==> src/design/dpsd_pkg.sv <==
// Shared constants for the dual potentiometer serial command decoder
//
// Behaviour
// - Global load copies chosen slot into both wipers
// - Global store saves both wipers into chosen slot
// - Single store saves one wiper into chosen slot
// - Single load copies chosen slot into one wiper
// - Stepping command then direction bits until deselect
// - Non-volatile write starts only after deselect
// - Status byte bit zero shows write busy
// - Step bit high moves up, low moves down
// - Busy flag held for full write time
package dpsd_pkg;
    // ---------------------------------------------------------------
    // Frame layout
    // ---------------------------------------------------------------
    localparam int unsigned  BYTE_BITS     = 8;
    localparam int unsigned  HDR_BITS      = 16;
    localparam logic [4:0]   ADDR_DONE_CNT = 5'h07;
    localparam logic [4:0]   INSTR_DONE_CNT = 5'h0f;
    localparam logic [4:0]   DATA_CNT      = 5'h10;
    localparam logic [5:0]   DEV_ADDR_PAT  = 6'h14;
    // ---------------------------------------------------------------
    // Instruction encodings
    // ---------------------------------------------------------------
    localparam logic [3:0]   OP_GLOBAL_LOAD  = 4'h1;
    localparam logic [3:0]   OP_GLOBAL_STORE = 4'h8;
    localparam logic [3:0]   OP_SINGLE_LOAD  = 4'hd;
    localparam logic [3:0]   OP_SINGLE_STORE = 4'he;
    localparam logic [6:0]   OP_STEP_HI7     = 7'h10;
    localparam logic [7:0]   OP_READ_STATUS  = 8'h51;
    localparam int unsigned  WIP_BIT         = 0;
    // ---------------------------------------------------------------
    // Potentiometer geometry
    // ---------------------------------------------------------------
    localparam int unsigned  POTS       = 2;
    localparam int unsigned  SLOTS      = 4;
    localparam int unsigned  WIPER_W    = 6;
    localparam logic [5:0]   WIPER_MAX  = 6'h3f;
    localparam logic [5:0]   WIPER_RST  = 6'h00;
    // ---------------------------------------------------------------
    // Timing
    // ---------------------------------------------------------------
    localparam int unsigned  CLK_NS       = 100;
    localparam int unsigned  T_WR_NS      = 5000000;
    localparam int unsigned  WR_CYCLES    = (T_WR_NS + CLK_NS - 1) / CLK_NS;
    localparam int unsigned  SCK_HALF_DEF = 8;
endpackage

==> src/design/dpsd_if.sv <==
// Serial link between the potentiometer decoder and its host
`timescale 1ns/100ps
interface dpsd_if;
    logic cs_b;
    logic sck;
    logic si;
    logic so;
    logic so_oe;
    logic so_line;

    // Undriven serial output floats high on the board
    assign so_line = so_oe ? so : 1'b1;

    modport dev (
        input  cs_b,
        input  sck,
        input  si,
        output so,
        output so_oe
    );
    modport host (
        output cs_b,
        output sck,
        output si,
        input  so_line
    );
endinterface

==> src/design/dpsd_device.sv <==
// Device end: serial frame decoder, wiper registers and saved slots
`timescale 1ns/100ps
module dpsd_device
    import dpsd_pkg::*;
#(
    parameter int unsigned WR_TIME = WR_CYCLES
) (
    // Clock and reset
    input  wire logic                clk_i,
    input  wire logic                rst_b_i,
    // Serial link
    dpsd_if.dev                      link,
    // Straps
    input  wire logic                strap_addr_high_i,
    input  wire logic                strap_addr_low_i,
    // Wiper outputs and status
    output logic [WIPER_W-1:0]       wiper0_o,
    output logic [WIPER_W-1:0]       wiper1_o,
    output logic                     write_in_progress_flag_o
);
    localparam int unsigned CW = $clog2(WR_TIME + 1);

    typedef enum logic [3:0] {
        M_IDLE = 4'b0001,
        M_STEP = 4'b0010,
        M_STAT = 4'b0100,
        M_SKIP = 4'b1000
    } dpsd_mode_t;

    // ---------------------------------------------------------------
    // Pin synchronisers
    // ---------------------------------------------------------------
    logic [1:0] cs_sync_reg;
    logic [1:0] sck_sync_reg;
    logic [1:0] si_sync_reg;
    logic [1:0] a_hi_sync_reg;
    logic [1:0] a_lo_sync_reg;
    logic       cs_last_reg;
    logic       sck_last_reg;

    always_ff @(posedge clk_i or negedge rst_b_i) begin
        if (!rst_b_i) begin
            cs_sync_reg   <= 2'h3;
            sck_sync_reg  <= 2'h0;
            si_sync_reg   <= 2'h0;
            a_hi_sync_reg <= 2'h0;
            a_lo_sync_reg <= 2'h0;
            cs_last_reg   <= 1'b1;
            sck_last_reg  <= 1'b0;
        end else begin
            cs_sync_reg   <= {cs_sync_reg[0], link.cs_b};
            sck_sync_reg  <= {sck_sync_reg[0], link.sck};
            si_sync_reg   <= {si_sync_reg[0], link.si};
            a_hi_sync_reg <= {a_hi_sync_reg[0], strap_addr_high_i};
            a_lo_sync_reg <= {a_lo_sync_reg[0], strap_addr_low_i};
            cs_last_reg   <= cs_sync_reg[1];
            sck_last_reg  <= sck_sync_reg[1];
        end
    end

    logic cs_b_s;
    logic si_s;
    logic sck_rise;
    logic sck_fall;
    logic cs_rise;
    assign cs_b_s   = cs_sync_reg[1];
    assign si_s     = si_sync_reg[1];
    assign sck_rise = sck_sync_reg[1] & ~sck_last_reg & ~cs_b_s;
    assign sck_fall = ~sck_sync_reg[1] & sck_last_reg & ~cs_b_s;
    assign cs_rise  = cs_b_s & ~cs_last_reg;

    // ---------------------------------------------------------------
    // Decoder state
    // ---------------------------------------------------------------
    logic [WIPER_W-1:0] wiper_position_reg [POTS];
    logic [WIPER_W-1:0] wiper_position_next [POTS];
    logic [WIPER_W-1:0] saved_setting_slot [POTS][SLOTS];
    logic [WIPER_W-1:0] saved_setting_next [POTS][SLOTS];
    dpsd_mode_t         mode_reg;
    dpsd_mode_t         mode_next;
    logic [4:0]         bit_cnt_reg;
    logic [4:0]         bit_cnt_next;
    logic [7:0]         in_sh_reg;
    logic [7:0]         in_sh_next;
    logic [7:0]         out_sh_reg;
    logic [7:0]         out_sh_next;
    logic               so_reg;
    logic               so_next;
    logic               so_oe_reg;
    logic               so_oe_next;
    logic               pot_reg;
    logic               pot_next;
    logic [1:0]         slot_reg;
    logic [1:0]         slot_next;
    logic               st_pend_reg;
    logic               st_pend_next;
    logic               st_all_reg;
    logic               st_all_next;
    logic [CW-1:0]      wr_cnt_reg;
    logic [CW-1:0]      wr_cnt_next;
    logic               wip_reg;
    logic               wip_next;

    logic [7:0] byte_in;
    assign byte_in = {in_sh_reg[6:0], si_s};

    always_comb begin
        wiper_position_next = wiper_position_reg;
        saved_setting_next  = saved_setting_slot;
        mode_next    = mode_reg;
        bit_cnt_next = bit_cnt_reg;
        in_sh_next   = in_sh_reg;
        out_sh_next  = out_sh_reg;
        so_next      = so_reg;
        so_oe_next   = so_oe_reg;
        pot_next     = pot_reg;
        slot_next    = slot_reg;
        st_pend_next = st_pend_reg;
        st_all_next  = st_all_reg;
        wr_cnt_next  = wr_cnt_reg;
        wip_next     = wip_reg;

        // Write timer; busy drops only after the full count
        if (wip_reg) begin
            if (wr_cnt_reg == CW'(1)) begin
                wip_next = 1'b0;
            end
            wr_cnt_next = wr_cnt_reg - CW'(1);
        end

        if (sck_rise && bit_cnt_reg < DATA_CNT) begin
            in_sh_next   = byte_in;
            bit_cnt_next = bit_cnt_reg + 5'h01;
            if (bit_cnt_reg == ADDR_DONE_CNT &&
                byte_in != {DEV_ADDR_PAT, a_hi_sync_reg[1], a_lo_sync_reg[1]}) begin
                mode_next = M_SKIP;
            end
            if (bit_cnt_reg == INSTR_DONE_CNT && mode_reg == M_IDLE) begin
                pot_next  = byte_in[0];
                slot_next = byte_in[3:2];
                mode_next = M_SKIP;
                if (byte_in[7:4] == OP_GLOBAL_LOAD && byte_in[1:0] == 2'h0) begin
                    for (int p = 0; p < POTS; p++) begin
                        wiper_position_next[p] = saved_setting_slot[p][byte_in[3:2]];
                    end
                end else if (byte_in[7:4] == OP_SINGLE_LOAD && !byte_in[1]) begin
                    wiper_position_next[byte_in[0]] =
                        saved_setting_slot[byte_in[0]][byte_in[3:2]];
                end else if (byte_in[7:4] == OP_GLOBAL_STORE && byte_in[1:0] == 2'h0) begin
                    st_pend_next = 1'b1;
                    st_all_next  = 1'b1;
                end else if (byte_in[7:4] == OP_SINGLE_STORE && !byte_in[1]) begin
                    st_pend_next = 1'b1;
                    st_all_next  = 1'b0;
                end else if (byte_in[7:1] == OP_STEP_HI7) begin
                    mode_next = M_STEP;
                end else if (byte_in == OP_READ_STATUS) begin
                    mode_next   = M_STAT;
                    out_sh_next = 8'h00;
                    out_sh_next[WIP_BIT] = wip_reg;
                end
            end
        end

        // Each direction bit after the stepping command moves one tap, holding at zero and at WIPER_MAX
        if (sck_rise && bit_cnt_reg == DATA_CNT && mode_reg == M_STEP) begin
            if (si_s && wiper_position_reg[pot_reg] != WIPER_MAX) begin
                wiper_position_next[pot_reg] = wiper_position_reg[pot_reg] + 6'h01;
            end else if (!si_s && wiper_position_reg[pot_reg] != 6'h00) begin
                wiper_position_next[pot_reg] = wiper_position_reg[pot_reg] - 6'h01;
            end
        end

        if (sck_fall && mode_reg == M_STAT && bit_cnt_reg == DATA_CNT) begin
            so_next     = out_sh_reg[7];
            out_sh_next = {out_sh_reg[6:0], 1'b0};
            so_oe_next  = 1'b1;
        end

        if (cs_b_s) begin
            mode_next    = M_IDLE;
            bit_cnt_next = 5'h00;
            so_oe_next   = 1'b0;
            so_next      = 1'b0;
        end

        // Programming waits for deselect; a busy array ignores new stores
        if (cs_rise && st_pend_reg) begin
            st_pend_next = 1'b0;
            if (!wip_reg) begin
                for (int p = 0; p < POTS; p++) begin
                    if (st_all_reg || pot_reg == p[0]) begin
                        saved_setting_next[p][slot_reg] = wiper_position_reg[p];
                    end
                end
                wip_next    = 1'b1;
                wr_cnt_next = CW'(WR_TIME);
            end
        end
    end

    always_ff @(posedge clk_i or negedge rst_b_i) begin
        if (!rst_b_i) begin
            for (int p = 0; p < POTS; p++) begin
                wiper_position_reg[p] <= WIPER_RST;
                for (int s = 0; s < SLOTS; s++) begin
                    saved_setting_slot[p][s] <= WIPER_RST;
                end
            end
            mode_reg    <= M_IDLE;
            bit_cnt_reg <= 5'h00;
            in_sh_reg   <= 8'h00;
            out_sh_reg  <= 8'h00;
            so_reg      <= 1'b0;
            so_oe_reg   <= 1'b0;
            pot_reg     <= 1'b0;
            slot_reg    <= 2'h0;
            st_pend_reg <= 1'b0;
            st_all_reg  <= 1'b0;
            wr_cnt_reg  <= '0;
            wip_reg     <= 1'b0;
        end else begin
            wiper_position_reg <= wiper_position_next;
            saved_setting_slot <= saved_setting_next;
            mode_reg    <= mode_next;
            bit_cnt_reg <= bit_cnt_next;
            in_sh_reg   <= in_sh_next;
            out_sh_reg  <= out_sh_next;
            so_reg      <= so_next;
            so_oe_reg   <= so_oe_next;
            pot_reg     <= pot_next;
            slot_reg    <= slot_next;
            st_pend_reg <= st_pend_next;
            st_all_reg  <= st_all_next;
            wr_cnt_reg  <= wr_cnt_next;
            wip_reg     <= wip_next;
        end
    end

    // ---------------------------------------------------------------
    // Outputs
    // ---------------------------------------------------------------
    assign link.so    = so_reg;
    assign link.so_oe = so_oe_reg;
    assign wiper0_o   = wiper_position_reg[0];
    assign wiper1_o   = wiper_position_reg[1];
    assign write_in_progress_flag_o = wip_reg;
endmodule // dpsd_device

==> src/flat_wrapper.sv <==
// flat-port wrapper written by rule: the top's interface ports become plain ports
module dpsd_device_flat import dpsd_pkg::*;
#(
    parameter int unsigned WR_TIME = WR_CYCLES
)
  (clk_i, rst_b_i, strap_addr_high_i, strap_addr_low_i, wiper0_o, wiper1_o, write_in_progress_flag_o, link_cs_b, link_sck, link_si, link_so, link_so_oe);
  dpsd_if link_i ();
  input  wire logic clk_i;
  input  wire logic rst_b_i;
  input  wire logic strap_addr_high_i;
  input  wire logic strap_addr_low_i;
  output logic [WIPER_W-1:0] wiper0_o;
  output logic [WIPER_W-1:0] wiper1_o;
  output logic write_in_progress_flag_o;
  input wire logic [$bits(link_i.cs_b)-1:0] link_cs_b;
  input wire logic [$bits(link_i.sck)-1:0] link_sck;
  input wire logic [$bits(link_i.si)-1:0] link_si;
  output wire logic [$bits(link_i.so)-1:0] link_so;
  output wire logic [$bits(link_i.so_oe)-1:0] link_so_oe;
  assign link_i.cs_b = link_cs_b;
  assign link_i.sck = link_sck;
  assign link_i.si = link_si;
  assign link_so = link_i.so;
  assign link_so_oe = link_i.so_oe;
  dpsd_device #(.WR_TIME(WR_TIME)) u_core (.clk_i(clk_i), .rst_b_i(rst_b_i), .link(link_i), .strap_addr_high_i(strap_addr_high_i), .strap_addr_low_i(strap_addr_low_i), .wiper0_o(wiper0_o), .wiper1_o(wiper1_o), .write_in_progress_flag_o(write_in_progress_flag_o));
endmodule
==> config.mk <==
export PLATFORM = sky130hd
export DESIGN_NAME = dpsd_device_flat
export DESIGN_NICKNAME = d
export VERILOG_FILES = /design/src/design/dpsd_pkg.sv /design/src/design/dpsd_if.sv /design/src/design/dpsd_device.sv /design/src/flat_wrapper.sv
export SDC_FILE = /design/constraint.sdc
export NUM_CORES = 1
export LEC_CHECK = 0
export BUFFER_PORTS_ARGS = -buffer_cell sky130_fd_sc_hd__buf_2
export CAP_MARGIN = 30
export CORE_ASPECT_RATIO = 0.75
export CORE_UTILIZATION = 62
export CTS_CLUSTER_DIAMETER = 50
export DETAILED_ROUTE_END_ITERATION = 10
export PLACE_DENSITY = 0.77
export RECOVER_POWER = 50
export SYNTH_ARGS = -nofsm -noshare
export SYNTH_HDL_FRONTEND = slang
export SYNTH_SLANG_ARGS = --single-unit
export TNS_END_PERCENT = 1
==> constraint.sdc <==
create_clock -name clk_i -period 3.3 [get_ports clk_i]
set_clock_uncertainty 0.2 [all_clocks]
set_input_delay 0.33 -clock clk_i [delete_from_list [all_inputs] [get_ports clk_i]]
set_output_delay 0.33 -clock clk_i [all_outputs]
set_load 0.01 [all_outputs]
==> results.sh <==
export IMPL_maxCapViolations=0
export IMPL_ys_async_sr_fraction_pct=100
export IMPL_critPathRequiredTime_ns=3.40
export IMPL_worstMarginPinSlew_ns=1.42
export IMPL_postSynthCellCount=521
export IMPL_gp_congestion=0.985
export IMPL_final_area_um2=6840
export IMPL_yosysSeqAreaShare_pct=49.9
export IMPL_cp_max_fo=14
export IMPL_dieArea_um2=10100
export IMPL_irDropWorstVdd_mv=0.486
export IMPL_antenna_left=0
export IMPL_area_growth_pct=13.6
export IMPL_io_buffers=21
export IMPL_cp_start_kind="flop"
export IMPL_drt_initial_drc_count=352
export IMPL_combPwrFrac_pct=6.7
export IMPL_crit_slowest_cell="dfstp_1"
export IMPL_slew_violations=0
export IMPL_synthesis_area_um2=6020
export IMPL_layout_common_cells="116 x dfrtp_1, 59 x mux2_2, 38 x nor2_1"
export IMPL_root_buffer="clkbuf_16"
export IMPL_yosysUniqueCellTypes=62
export IMPL_avgSynthCellArea_um2=11.6
export IMPL_num_vias=4375
export IMPL_p_seq_share_pct=44.4
export IMPL_cts_max_level=4
export IMPL_overflow=0
export IMPL_pwr_share_clk_pct=48.9
export IMPL_synth_top_area_share_pct=48.2
export IMPL_first_global_vias=4428
export IMPL_path_class="flop to flop"
export IMPL_p_sw_share_pct=25.0
export IMPL_critPathArrivalTime_ns=2.99
export IMPL_cts_buffer_depth=2
export IMPL_clk_latency_ns=0.42
export IMPL_yosys_warnings=0
export IMPL_holdBufCountCts=6
export IMPL_clkTransAtPathRegs_ns=0.06
export IMPL_num_antenna_cells=0
export IMPL_start_util_pct=65.2
export IMPL_syn_nets=537
export IMPL_post_synth_top_area_cell="dfrtp_1"
export IMPL_core_um2=9230
export IMPL_finalNetCount=563
export IMPL_place_area_um2=6230
export IMPL_rsz0062_at_grt="false"
export IMPL_dpl_cell_count=650
export IMPL_p_switching_uw=928
export IMPL_p_leak_nw=3.16
export IMPL_cts_tree="yes"
export IMPL_drive_gt1_share_pct=24.3
export IMPL_post_cts_buffers=0
export IMPL_synthTopCellsByArea="dfrtp_1 48%, mux2_2 11%, mux4_2 4.5%"
export IMPL_synth_edff_count=0
export IMPL_num_rows=30
export IMPL_drtPass1Iterations=5
export IMPL_drt_wl_total_um=14300
export IMPL_chipWidth_um=116
export IMPL_post_route_period_util_pct=87.7
export IMPL_ff2ff_path_depth=5
export IMPL_drc_errors=0
export IMPL_cts_resized_gates=0
export IMPL_die_h_um=87.4
export IMPL_status="complete, no violations"
export IMPL_fill_cells=634
export IMPL_avgViaCountPerCell=6.36
export IMPL_post_route_min_period_ns=2.89
export IMPL_grt_pass1_wl_um=23200
export IMPL_multi_input_area_um2=2850
export IMPL_critPathMaxStageDelay_ns=0.77
export IMPL_final_seq_area_um2=3010
export IMPL_max_freq_mhz=346
export IMPL_post_dp_hpwl_um=9370
export IMPL_ioPinCount=22
export IMPL_wl_per_cell_um=20.8
export IMPL_cts_sinks=120
export IMPL_grtUsageTotal_pct=31.5
export IMPL_hold_path_class="flop to flop"
export IMPL_relSlewSlack_pct=5.14
export IMPL_antenna_found_initial=0
export IMPL_grt_max_degree=56
export IMPL_yosys_most_used_dff="dfrtp_1"
export IMPL_fin_tns_setup_ns=0
export IMPL_cp_end_kind="flop"
export IMPL_layout_cells_non_filler=688
export IMPL_crit_path_cell_trace="nand3b_1, or2_2, nor2_1, nand3_1, mux2_2"
export IMPL_intPower_mw=2.79
export IMPL_cts_buffers=17
export IMPL_ys_ff_latch=120
export IMPL_powerDensity_nw_per_um2=543
export IMPL_min_path_cells=0
export IMPL_setup_viol_count_final=0
export IMPL_hold_viol_final=0
export IMPL_layout_commonest_cell="dfrtp_1"
export IMPL_largest_reg_flops=48
## layout make-up
cell class	instances	area share (%)
clock buffers	21	6.73
clock inverters	11	1.79
inverters	11	0.604
multi-input cells	362	41.6
flip-flops and latches	120	44.0
well taps	128	2.34
repair buffers	35	2.98
## per-layer routing
layer / GRT usage (%) / routed length (um) / share of wire [%] / vias up
met5: 0 / 0 / 0 / -
met2: 49.1 / 6820 / 48 / 165
met4: 13.1 / 327 / 2.3 / 0
met1: 41.9 / 6200 / 43 / 2216
met3: 8.84 / 938 / 6.6 / 35
li1: - / - / - / 1959
## power groups by stage
stage                     combinational, mW  sequential (mW)  clock, mW
final                                 0.249             1.65       1.82
after global routing                  0.273             1.67       1.89
after CTS                             0.250             1.65       1.83
after detailed placement              0.240             1.68          0
after global placement                0.234             1.67          0
after floorplan                       0.247             1.58          0
## stage by stage
step | hold WS [ns] | power [mW] | worst slack (ns) | util, %
after floorplan | -0.166 | 1.83 | 0.782 | -
after global placement | 0.137 | 1.91 | 0.670 | 67.5
after detailed placement | 0.136 | 1.92 | 0.578 | 67.5
after CTS | 0.154 | 3.73 | 0.526 | 74.4
after global routing | 0.156 | 3.83 | 0.221 | 74.1
final | 0.150 | 3.72 | 0.406 | 74.1
## cells in the mapped netlist, drive strengths merged (13+ instances only)
| library cell | n |
|---|---|
| nand2 | 37 |
| xnor2 | 13 |
| o21ai | 22 |
| clkbuf | 16 |
| nor3 | 14 |
| nand3 | 13 |
| nor4 | 13 |
| mux2 | 59 |
| dfrtp | 116 |
| a21oi | 14 |
| nor2 | 39 |
## final timing paths
path,startpoint,end,slack [ns]
setup / recovery,u_core.cs_sync_reg[1],u_core.saved_setting_slot[30],0.41
max in group asynchronous,rst_b_i,u_core.wr_cnt_reg[9],0.68
min in group asynchronous,rst_b_i,u_core.out_sh_reg[5],0.60
hold / removal,u_core.si_sync_reg[0],u_core.si_sync_reg[1],0.15
setup reg to reg,u_core.cs_sync_reg[1],u_core.saved_setting_slot[30],0.41
hold reg to reg,u_core.si_sync_reg[0],u_core.si_sync_reg[1],0.15
## critical path, delay by kind of cell, from the launching register on
family | cells | cell delay [ns]
flip-flops | 1 | 0.77
AND/OR/NAND/NOR | 4 | 1.37
multiplexers | 1 | 0.43
## kinds of logic after synthesis
family | count (synthesis) | share of synthesized area [%]
AO/OA/AOI/OAI | 82 | 8.91
XOR/XNOR | 19 | 2.76
adder cells (fa/ha/maj) | 9 | 1.87
buffers and inverters | 39 | 2.83
flip-flops | 120 | 49.9
multiplexers | 83 | 17.5
AND/OR/NAND/NOR | 169 | 16.2
Power figures use the tool's default switching activity.
